### src/inc/fabm_pkg.sv
/*
  fabm_pkg: constants, register map and carrier types of the float-mode
  background ambient monitor.
  assumes an AHB-Lite register bus and a sequencer that presents one
  converter result per pulse with a subtract marker.
*/
package fabm_pkg;

  // ----------------------------------------------------------------
  // sizes
  // ----------------------------------------------------------------
  localparam int unsigned NUM_CH    = 4;
  localparam int unsigned ADC_W     = 14;
  localparam int unsigned CNT_W     = 8;

  // ----------------------------------------------------------------
  // register byte offsets
  // ----------------------------------------------------------------
  localparam logic [7:0] OFS_CTRL     = 8'h00;
  localparam logic [7:0] OFS_FLAG     = 8'h04;
  localparam logic [7:0] OFS_MASK     = 8'h08;
  localparam logic [7:0] OFS_PINSEL   = 8'h0c;
  localparam logic [7:0] OFS_THR0     = 8'h10;
  localparam logic [7:0] OFS_OFFSET0  = 8'h20;
  localparam logic [7:0] OFS_LIMIT0   = 8'h30;
  localparam logic [7:0] OFS_COUNT0   = 8'h40;

  // ----------------------------------------------------------------
  // field positions and reset values
  // ----------------------------------------------------------------
  localparam int unsigned CTRL_EN_BIT    = 0;
  localparam int unsigned CTRL_CLRCNT_BIT = 1;
  localparam logic [31:0] CTRL_RST       = 32'h0000_0000;
  localparam logic [13:0] THR_RST        = 14'h3fff;
  localparam logic [13:0] OFFSET_RST     = 14'h0000;
  localparam logic [7:0]  LIMIT_RST      = 8'h00;
  localparam logic [3:0]  MASK_RST       = 4'h0;
  localparam logic [1:0]  PINSEL_RST     = 2'h0;

  // output pin combinations
  typedef enum logic [1:0] {
    FABM_PIN_OFF       = 2'h0,
    FABM_PIN_FLAG_ANY  = 2'h1,
    FABM_PIN_IRQ       = 2'h2,
    FABM_PIN_FLAG_OR_IRQ = 2'h3
  } fabm_pinsel_e;

  // one converter result from the sequencer
  typedef struct packed {
    logic              valid;
    logic              float_led;
    logic              subtract;
    logic [1:0]        channel;
    logic [ADC_W-1:0]  raw;
  } fabm_sample_s;

  localparam logic [1:0] HTRANS_NONSEQ = 2'h2;
  localparam logic [1:0] HTRANS_SEQ    = 2'h3;

endpackage

### src/logic/fabm_monitor.sv
/*
  fabm_monitor: background ambient monitor for float LED mode with an
  AHB-Lite register slave, sticky background flags and an interrupt.
  assumes samples arrive on hclk from the sequencer and that the bus
  master issues only whole-word single transfers.
*/
// The register offsets and the AHB-Lite interface to the registers were left to the implementer.
`timescale 1ns/1ps
module fabm_monitor (
  input  wire logic                 hclk,
  input  wire logic                 hresetn,
  input  wire logic                 hsel,
  input  wire logic [31:0]          haddr,
  input  wire logic [1:0]           htrans,
  input  wire logic                 hwrite,
  input  wire logic [2:0]           hsize,
  input  wire logic [31:0]          hwdata,
  input  wire logic                 hready,
  output logic      [31:0]          hrdata,
  output logic                      hreadyout,
  output logic                      hresp,
  input  wire fabm_pkg::fabm_sample_s sample,
  input  wire logic                 ext_irq,
  output logic                      irq,
  output logic                      general_output_pin
);
  import fabm_pkg::*;

  // ----------------------------------------------------------------
  // address decode helpers
  // ----------------------------------------------------------------
  // channel registers sit four words to a group, low bits must be zero
  function automatic logic fabm_in_group(input logic [7:0] addr,
                                         input logic [7:0] base);
    fabm_in_group = (addr[7:4] == base[7:4]) && (addr[1:0] == 2'h0);
  endfunction

  // one fixed register, exact byte address
  function automatic logic fabm_is_reg(input logic [7:0] addr,
                                       input logic [7:0] ofs);
    fabm_is_reg = (addr == ofs);
  endfunction

  // ----------------------------------------------------------------
  // external interrupt synchroniser
  // ----------------------------------------------------------------
  // other devices run off their own clocks, so retime before use
  logic        ext_sync1_reg;
  logic        ext_sync2_reg;

  always_ff @(posedge hclk or negedge hresetn) begin
    if (!hresetn) begin
      ext_sync1_reg <= 1'b0;
      ext_sync2_reg <= 1'b0;
    end else begin
      ext_sync1_reg <= ext_irq;
      ext_sync2_reg <= ext_sync1_reg;
    end
  end

  // ----------------------------------------------------------------
  // bus address phase capture
  // ----------------------------------------------------------------
  logic        wr_pend_reg;
  logic [7:0]  wr_addr_reg;
  logic [31:0] rdata_reg;

  wire         addr_ok  = hsel && hready && (htrans == HTRANS_NONSEQ || htrans == HTRANS_SEQ);
  wire         rd_take  = addr_ok && !hwrite;
  wire         wr_take  = addr_ok && hwrite;

  // ----------------------------------------------------------------
  // registers
  // ----------------------------------------------------------------
  logic [31:0]      ctrl_reg;
  logic [NUM_CH-1:0] flag_reg;
  logic [NUM_CH-1:0] mask_reg;
  logic [1:0]       pinsel_reg;
  logic [ADC_W-1:0] thr_reg    [NUM_CH];
  logic [ADC_W-1:0] offset_reg [NUM_CH];
  logic [CNT_W-1:0] limit_reg  [NUM_CH];
  logic [CNT_W-1:0] count_reg  [NUM_CH];

  wire         wr_ctrl   = wr_pend_reg && fabm_is_reg(wr_addr_reg, OFS_CTRL);
  wire         wr_flag   = wr_pend_reg && fabm_is_reg(wr_addr_reg, OFS_FLAG);
  wire         wr_mask   = wr_pend_reg && fabm_is_reg(wr_addr_reg, OFS_MASK);
  wire         wr_pinsel = wr_pend_reg && fabm_is_reg(wr_addr_reg, OFS_PINSEL);
  // misaligned offsets match no group, so such writes are dropped
  wire         wr_thr    = wr_pend_reg && fabm_in_group(wr_addr_reg, OFS_THR0);
  wire         wr_offset = wr_pend_reg && fabm_in_group(wr_addr_reg, OFS_OFFSET0);
  wire         wr_limit  = wr_pend_reg && fabm_in_group(wr_addr_reg, OFS_LIMIT0);
  wire [1:0]   wr_ch     = wr_addr_reg[3:2];
  wire         monitor_en = ctrl_reg[CTRL_EN_BIT];
  wire         clr_counts = wr_ctrl && hwdata[CTRL_CLRCNT_BIT];

  // ----------------------------------------------------------------
  // sample evaluation
  // ----------------------------------------------------------------
  // offset corrected result
  function automatic logic signed [ADC_W:0] fabm_corrected(input logic [ADC_W-1:0] raw,
                                                           input logic [ADC_W-1:0] ofs);
    fabm_corrected = $signed({1'b0, raw}) - $signed({1'b0, ofs});
  endfunction

  wire [1:0]             s_ch   = sample.channel;
  wire [ADC_W-1:0]       s_raw  = sample.raw;
  wire [ADC_W-1:0]       s_ofs  = offset_reg[s_ch];
  wire [ADC_W-1:0]       s_thr  = thr_reg[s_ch];
  // one extra bit keeps a result below the offset from wrapping high
  wire signed [ADC_W:0]  s_corr = fabm_corrected(s_raw, s_ofs);
  wire                   s_eval = monitor_en && sample.valid && sample.float_led && sample.subtract;
  wire                   s_exceed = s_eval && (s_corr > $signed({1'b0, s_thr}));

  // ----------------------------------------------------------------
  // per-channel counters and flags
  // ----------------------------------------------------------------
  logic [NUM_CH-1:0] flag_set;
  logic [NUM_CH-1:0] count_inc;
  logic [NUM_CH-1:0] count_full;
  wire  [NUM_CH-1:0] flag_clr = wr_flag ? hwdata[NUM_CH-1:0] : '0;

  for (genvar gi = 0; gi < NUM_CH; gi++) begin : g_ch
    // saturate rather than wrap so a long burst never looks quiet
    assign count_full[gi] = (count_reg[gi] == {CNT_W{1'b1}});
    // increment on an exceedance of this channel
    assign count_inc[gi]  = s_exceed && (s_ch == 2'(gi)) && !count_full[gi];
    assign flag_set[gi]   = (count_reg[gi] > limit_reg[gi]);
  end

  always_ff @(posedge hclk or negedge hresetn) begin
    if (!hresetn) begin
      for (int i = 0; i < NUM_CH; i++) begin
        count_reg[i] <= '0;
      end
    end else begin
      for (int i = 0; i < NUM_CH; i++) begin
        if (count_inc[i]) begin
          count_reg[i] <= count_reg[i] + 1'b1;
        end else if (clr_counts) begin
          count_reg[i] <= '0;
        end
      end
    end
  end

  // sticky flags, set wins over clear
  always_ff @(posedge hclk or negedge hresetn) begin
    if (!hresetn) begin
      flag_reg <= '0;
    end else begin
      flag_reg <= flag_set | (flag_reg & ~flag_clr);
    end
  end

  // ----------------------------------------------------------------
  // configuration writes
  // ----------------------------------------------------------------
  // enable gates every evaluation
  // the clear bit is not stored, so it always reads back as zero
  always_ff @(posedge hclk or negedge hresetn) begin
    if (!hresetn) begin
      ctrl_reg <= CTRL_RST;
    end else if (wr_ctrl) begin
      ctrl_reg <= {31'h0000_0000, hwdata[CTRL_EN_BIT]};
    end
  end

  always_ff @(posedge hclk or negedge hresetn) begin
    if (!hresetn) begin
      mask_reg <= MASK_RST;
    end else if (wr_mask) begin
      mask_reg <= hwdata[NUM_CH-1:0];
    end
  end

  always_ff @(posedge hclk or negedge hresetn) begin
    if (!hresetn) begin
      pinsel_reg <= PINSEL_RST;
    end else if (wr_pinsel) begin
      pinsel_reg <= hwdata[1:0];
    end
  end

  // ----------------------------------------------------------------
  // channel configuration
  // ----------------------------------------------------------------
  // per-channel background threshold
  always_ff @(posedge hclk or negedge hresetn) begin
    if (!hresetn) begin
      for (int i = 0; i < NUM_CH; i++) begin
        thr_reg[i] <= THR_RST;
      end
    end else if (wr_thr) begin
      thr_reg[wr_ch] <= hwdata[ADC_W-1:0];
    end
  end

  always_ff @(posedge hclk or negedge hresetn) begin
    if (!hresetn) begin
      for (int i = 0; i < NUM_CH; i++) begin
        offset_reg[i] <= OFFSET_RST;
      end
    end else if (wr_offset) begin
      offset_reg[wr_ch] <= hwdata[ADC_W-1:0];
    end
  end

  always_ff @(posedge hclk or negedge hresetn) begin
    if (!hresetn) begin
      for (int i = 0; i < NUM_CH; i++) begin
        limit_reg[i] <= LIMIT_RST;
      end
    end else if (wr_limit) begin
      limit_reg[wr_ch] <= hwdata[CNT_W-1:0];
    end
  end

  // ----------------------------------------------------------------
  // read mux
  // ----------------------------------------------------------------
  wire [7:0] rd_addr = haddr[7:0];
  wire [1:0] rd_ch   = rd_addr[3:2];
  logic [31:0] rd_value;

  // flags readable by host
  // unmapped or misaligned offsets fall through to zero
  always_comb begin
    rd_value = 32'h0000_0000;
    if (fabm_in_group(rd_addr, OFS_THR0)) begin
      rd_value = 32'(thr_reg[rd_ch]);
    end else if (fabm_in_group(rd_addr, OFS_OFFSET0)) begin
      rd_value = 32'(offset_reg[rd_ch]);
    end else if (fabm_in_group(rd_addr, OFS_LIMIT0)) begin
      rd_value = 32'(limit_reg[rd_ch]);
    end else if (fabm_in_group(rd_addr, OFS_COUNT0)) begin
      rd_value = 32'(count_reg[rd_ch]);
    end else if (fabm_is_reg(rd_addr, OFS_CTRL)) begin
      rd_value = ctrl_reg;
    end else if (fabm_is_reg(rd_addr, OFS_FLAG)) begin
      rd_value = 32'(flag_reg);
    end else if (fabm_is_reg(rd_addr, OFS_MASK)) begin
      rd_value = 32'(mask_reg);
    end else if (fabm_is_reg(rd_addr, OFS_PINSEL)) begin
      rd_value = 32'(pinsel_reg);
    end
  end

  // a write is held into its data phase, where hwdata arrives
  always_ff @(posedge hclk or negedge hresetn) begin
    if (!hresetn) begin
      wr_pend_reg <= 1'b0;
    end else begin
      wr_pend_reg <= wr_take;
    end
  end

  always_ff @(posedge hclk or negedge hresetn) begin
    if (!hresetn) begin
      wr_addr_reg <= 8'h00;
    end else if (wr_take) begin
      wr_addr_reg <= haddr[7:0];
    end
  end

  // read data taken at the address phase, so it stands in the data phase
  always_ff @(posedge hclk or negedge hresetn) begin
    if (!hresetn) begin
      rdata_reg <= 32'h0000_0000;
    end else if (rd_take) begin
      rdata_reg <= rd_value;
    end
  end

  // ----------------------------------------------------------------
  // bus response
  // ----------------------------------------------------------------

  // zero wait state, always okay
  assign hreadyout = 1'b1;
  assign hresp     = 1'b0;
  assign hrdata    = rdata_reg;

  // ----------------------------------------------------------------
  // interrupt and output pin
  // ----------------------------------------------------------------
  wire irq_now  = |(flag_reg & mask_reg);
  wire flag_any = |flag_reg;
  logic pin_reg;
  logic irq_reg;

  // level interrupt, registered so it never glitches
  always_ff @(posedge hclk or negedge hresetn) begin
    if (!hresetn) begin
      irq_reg <= 1'b0;
    end else begin
      irq_reg <= irq_now;
    end
  end

  always_ff @(posedge hclk or negedge hresetn) begin
    if (!hresetn) begin
      pin_reg <= 1'b0;
    end else begin
      case (fabm_pinsel_e'(pinsel_reg))
        FABM_PIN_OFF:         pin_reg <= 1'b0;
        FABM_PIN_FLAG_ANY:    pin_reg <= flag_any;
        FABM_PIN_IRQ:         pin_reg <= irq_now | ext_sync2_reg;
        FABM_PIN_FLAG_OR_IRQ: pin_reg <= flag_any | irq_now | ext_sync2_reg;
        default:              pin_reg <= 1'b0;
      endcase
    end
  end

  assign irq                = irq_reg;
  assign general_output_pin = pin_reg;

endmodule
### config.mk
export PLATFORM = sky130hd
export DESIGN_NAME = fabm_monitor
export DESIGN_NICKNAME = d
export VERILOG_FILES = /design/src/inc/fabm_pkg.sv /design/src/logic/fabm_monitor.sv
export SDC_FILE = /design/constraint.sdc
export NUM_CORES = 1
export LEC_CHECK = 0
export ABC_AREA = 1
export BUFFER_PORTS_ARGS = -buffer_cell sky130_fd_sc_hd__buf_2
export CORE_ASPECT_RATIO = 1.75
export CORE_MARGIN = 2
export CORE_UTILIZATION = 35
export DETAILED_ROUTE_END_ITERATION = 8
export PLACE_DENSITY = 0.51
export SETUP_SLACK_MARGIN = 0.5
export SLEW_MARGIN = 25
export SYNTH_ARGS = -nofsm -noshare
export SYNTH_HDL_FRONTEND = slang
export SYNTH_SLANG_ARGS = --single-unit
### constraint.sdc
create_clock -name hclk -period 3.85 [get_ports hclk]
set_clock_uncertainty 0.05 [all_clocks]
set_input_delay 1.155 -clock hclk [delete_from_list [all_inputs] [get_ports hclk]]
set_output_delay 1.155 -clock hclk [all_outputs]
set_load 0.005 [all_outputs]
# Yosys cells after proc, flatten, opt, wreduce, memory -nomap -nowiden
# Index checks and enable logic that the tools add are counted.
word_totals:
  elab_cells: 166
  regBits: 232
classes:
  order_cmp: 9
  mux: 40
  n_eq_ne: 25
  n_reduce_logical: 50
  bitwise: 10
  addsub: 5
op_table:
  columns: ["op", "n"]
  rows:
  - ["$mux W14", 10]
  - ["$bmux W14 S2", 4]
  - ["$bwmux W56", 2]
  - ["$mux W8", 12]
  - ["$add A8 B1 Y8 const B", 4]
  - ["$bmux W8 S2", 2]
  - ["$bwmux W32", 1]
  - ["$eq A8 B4 Y1 const B", 4]
  - ["$eq A8 B8 Y1 const B", 4]
  - ["$gt A8 B8 Y1", 4]
  - ["$logic_and A1 B1 Y1", 32]
  - ["$mux W32", 1]
  - ["$demux W14 S2", 1]
  - ["$demux W8 S2", 1]
  - ["$eq A4 B2 Y1 const B", 4]
  - ["$eq A8 B3 Y1 const B", 2]
  - ["$logic_not A8 Y1", 2]
  - ["$mux W4", 4]
  - ["$gt A15 B15 Y1", 1]
  - ["$sub A14 B14 Y15", 1]
  - ["$eq A2 B2 Y1 const B", 6]
  - ["$ge A3 B3 Y1 const B", 3]
  - ["$not A2 Y3", 3]
  - ["$and A4 B4 Y4", 2]
  - ["14 further kinds", 29]

# Longest topological paths before layout
logic_depth:
  depth_word: 10
  mapped_depth: 27
  ltp_nobuf: 26

# Least setup slack after synthesis
# OpenSTA, ideal clock, no wires.
synth_path:
  kind: "in2reg"
  startpoint: "in sample[14] (netlist bit)"
  endpoint: "reg count_reg[2] (netlist bit)"
  n_path_buf: 2
  path_stages: 23
  setup_time_ns: 0.066
  required_time_ns: 3.734
  arrival_time_ns: 4.589
  setup_slack_ns: -0.855
  path_cell_list: "nor2_1 clkbuf_1 a22oi_1 o221ai_1 ha_1 inv_1 fa_1 nand2_1 nand3_2 a21oi_1 o21ai_0 a21oi_1 xor2_1 ha_1 nand2_1 nor3_1 nand2_1 nand2_1 nor2_2 a21boi_4 buf_6 nand4_1 nand2_1"
synth_between:
  elab_chain_len: 10
  elab_cells_between_ends: 15
synth_rtl:
  columns: ["element", "line", "text"]
  rows:
  - ["from (decl)", "fabm_monitor.sv:22", "input wire fabm_pkg::fabm_sample_s sample,"]
  - ["$not A2 Y3 (not written as such)", "fabm_monitor.sv:107, fabm_monitor.sv:108", null]
  - ["$bmux W14 S2", "fabm_monitor.sv:107", "wire [ADC_W-1:0] s_ofs = offset_reg[s_ch];"]
  - ["$mux W14 (not written as such) (2 in series)", "fabm_monitor.sv:107", null]
  - ["$sub A14 B14 Y15", "fabm_monitor.sv:102", "fabm_corrected = $signed({1'b0, raw}) - $signed({1'b0, ofs});"]
  - ["$gt A15 B15 Y1", "fabm_monitor.sv:112", "wire s_exceed = s_eval && (s_corr > $signed({1'b0, s_thr}));"]
  - ["$logic_and A1 B1 Y1", "fabm_monitor.sv:112", null]
  - ["$logic_and A1 B1 Y1 * (2 in series)", "fabm_monitor.sv:126", "assign count_inc[gi] = s_exceed && (s_ch == 2'(gi)) && !count_full[gi];"]
  - ["$mux W8 or $reduce_bool A2 Y1 (tied branches)", null, null]
  - ["to (signal, indexed assignment)", "fabm_monitor.sv:138", "count_reg[i] <= count_reg[i] + 1'b1;"]
  - ["to (decl)", "fabm_monitor.sv:82", "logic [CNT_W-1:0] count_reg [NUM_CH];"]
# Mark *: on every way between the ends. The rest lies on a longest branch, timed or not. The select of a mux whose other input is x is not followed.
# A chain may end at the register's enable or synchronous reset.

# Final worst setup path
layout_path:
  startpoint: "in sample[15] (netlist bit)"
  endpoint: "reg count_reg[1] (netlist bit)"
# The elaborated chain is that of the path after synthesis.

==> qor.csv <==
metric,value,unit
Sw Share,30.3,%
Pins Over Slew Limit,0,
crit end category,flop,
outcome,"finished, violations left",
Skew-Pair Late Insertion Delay,0.53,ns
via count,11400,
failing checks,setup timing,
DR pass1 iterations,5,
die area,36800,sq um
fin crit share,113,%
"Req. time, crit path",4.22,ns
die height,252,um
final instance area,15300,sq um
synthesis-to-layout area growth,24.6,%
CTS Root Cell,clkbuf_16,
layout cells sized above 1,21.6,%
Setup WS post-layout,-0.496,ns
M1 WL,16.4,mm
Peak VDD IR,428,uV
pin count of the biggest net entering global routing,70,
RSZ-0062 raised after global routing,true,
Post-synth top flop,dfrtp_1,
Tot GR Track Use,24.3,%
Ports,130,
mapped cell area,12300,sq um
CTS tree,done,
footprint of the multi-input gates,6340,sq um
sequential element share of the synthesized area,44.1,%
DRC,0,
DR WL/cell,21.1,um
synthesized instance count,1512,
relative slew slack,23.9,%
Least-Margin Pin Slew,1.13,ns
min Tclk post-route,4.35,ns
placed cell areas,13900,sq um
Post-synth ARST share,100,%
critical-path maximum fanout,8,
Syn Area/Cell,8.14,sq um
routability cong.,0.905,
worst hold-check path type,reg2reg,
IO Port Bufs,63,
WL final,45.3,mm
"FF+latch count, synth",214,
clk slew on worst S/H paths,0.06,ns
final setup TNS,-14.79,ns
final hold vios,0,
Crit Path Category,in2reg,
# setup viols final,32,
WL met2,25.0,mm
PD cells,455,nW/um^2
Leakage,8.11,nW
Initial Util,35.6,%
WL met3,1.78,mm
synth unique cells,44,
final core utilization,44.4,%
Max-cap violations,0,
R2R setup slack,0.04,ns
max frequency,0.230,GHz
critical path data arrival time,4.71,ns
clk sinks,214,
P_sw,2.11,mW
via density per instance,5.31,
starting DRC count in detailed routing,739,
Die X,146,um
Pint,4.86,mW
Top Metal Used,met4,
vias in the first global route,11500,
startpoint types,input port,
row cnt,90,
TritonCTS Buffers,24,
maximum clock path buffer count,3,
core area,34600,sq um
initial antenna violation count,0,
Flop pwr share,41.6,%
global-route wire length before repair,68.2,mm
Filler cells,3491,
Ant. Diodes,0,
H-tree depth,1,
grt total ovfl,0,
Clock power frac,36.3,%
Post-DP HPWL,32.1,mm
Post-synth EDFFs,0,
Ys Warns,0,
overall power,6.97,mW
Comb pwr share,22.1,%
hold_ws,0.309,ns
Final #Nets,1826,
Sequential Area,5430,sq um
Antenna Nets Post-Route,0,
worst max-delay path, stage by stage:
cell and delay [ns]:
buf_12 0.13, nand2_8 0.07, clkinvlp_4 0.20, nand2_2 0.13, nand2_2 0.07, a221oi_4 0.28
buf_4 0.18, ha_4 0.21, a21oi_4 0.16, nand3_4 0.10, a21oi_4 0.19, o21ai_2 0.08
xor2_1 0.18, ha_1 0.32, nand2_2 0.11, nor2_2 0.03, nor3_1 0.17, nand2_1 0.07
nand2_1 0.08, nand2_2 0.07, nand2_4 0.09, buf_6 0.10, a21boi_4 0.05, buf_12 0.14
clkbuf_16 0.16, nand4_1 0.07, nand2_1 0.07
cells in the final DEF (no fill, tap or decap), drive strengths merged, types with 4 or more instances in the layout:
cell    synthesis  routed
nand2         371     371
o21ai         196     196
buf            28     192
inv           165     165
dfrtp         158     158
ha             66      66
nand3          61      61
dfstp          56      56
a21oi          56      56
nand4          55      55
nor2           46      46
o22ai          45      45
clkbuf         57      39
xor2           33      33
a221oi         28      28
conb            2      20
a22oi          18      18
a22o           15      15
nor3           12      12
o221ai          7       7
nand3b          5       5
nor4            5       5
clkinv          2       4
cells in the mapped netlist (3+ instances only):
library cell | instances | area (sq um)
dfstp_2 | 56 | 1470
buf_6 | 3 | 33.8
o2bb2ai_1 | 3 | 26.3
o21bai_1 | 3 | 22.5
o221ai_1 | 7 | 61.3
a22oi_1 | 18 | 135
nand3b_1 | 5 | 37.5
inv_1 | 165 | 619
o21ai_0 | 192 | 961
a221oi_1 | 28 | 245
ha_1 | 66 | 826
nor4_2 | 3 | 37.5
o22ai_1 | 45 | 282
nor3_1 | 11 | 55.1
buf_4 | 20 | 150
dfrtp_1 | 158 | 3950
nand3_1 | 60 | 300
o21ai_1 | 4 | 20.0
nand2_1 | 370 | 1390
nor2_1 | 45 | 169
nor3b_1 | 3 | 22.5
clkbuf_1 | 57 | 214
a21oi_1 | 56 | 280
nand4_1 | 55 | 344
a22o_1 | 15 | 131
xnor2_1 | 3 | 26.3
xor2_1 | 33 | 289
buf_2 | 5 | 25.0
power by group through the flow:
stage          combinational [mW]  sequential [mW]  clock, mW
2_1_floorplan               0.820             2.85          0
3_3_place_gp                 1.39             2.92          0
3_5_place_dp                 1.41             2.93          0
4_1_cts                      1.47             2.90       2.59
5_1_grt                      1.73             2.94       2.67
6_report                     1.54             2.90       2.53
metal layers:
metal / vias up / GRT usage [%]
met3: 86 / 1.95
met5: - / 0
li1: 5435 / -
met2: 325 / 48.1
met4: 0 / 10.3
met1: 5526 / 26.1
final timing paths:
kind / to / startpoint / cells after the start
max: count_reg[1]$_DFFE_PN0P_ / sample[15] / 27
min: ext_sync2_reg$_DFF_PN0_ / ext_sync1_reg$_DFF_PN0_ / 0
max reg2reg: count_reg[1]$_DFFE_PN0P_ / offset_reg[48]$_DFFE_PN0P_ / 26
min reg2reg: ext_sync2_reg$_DFF_PN0_ / ext_sync1_reg$_DFF_PN0_ / 0
max in group asynchronous: count_reg[5]$_DFFE_PN0P_ / hresetn / 2
min in group asynchronous: offset_reg[54]$_DFFE_PN0P_ / hresetn / 1
through the flow:
stage,std cells,setup WS (ns)
finish,2143,-0.496
global route,2143,-0.704
CTS,2135,-0.415
detailed placement,2088,-1.26
global placement,2088,-1.30
floorplan,1530,-0.491
layout make-up:
type	instances	area share, %
flip-flops and latches	214	35.4
clock buffers	37	4.89
clock inverters	7	0.758
repair buffers	194	9.73
multi-input cells	1064	41.3
inverters	167	4.16
well taps	460	3.75
cell families (layout without fill, tap and decap cells):
group	Yosys count	in the layout	synth area share, %
compound gates	383	383	18.4
buf+inv	252	405	8.53
flops	214	214	44.1
xor+xnor	36	36	2.56
fa+ha+maj	67	67	6.87
other cells	2	20	0.0610
simple gates	558	558	19.5
repair_timing:
| item | CTS | global route |
|---|---|---|
| gates resized for setup | 35 | 50 |
| setup buffers | 3 | 5 |
| gates cloned | 0 | 3 |
| hold buffers | 0 | 0 |
| pin swaps | 13 | 58 |
| endpoints found under the setup margin | 32 | 32 |
Note: power is estimated with default switching activity, not from simulation.
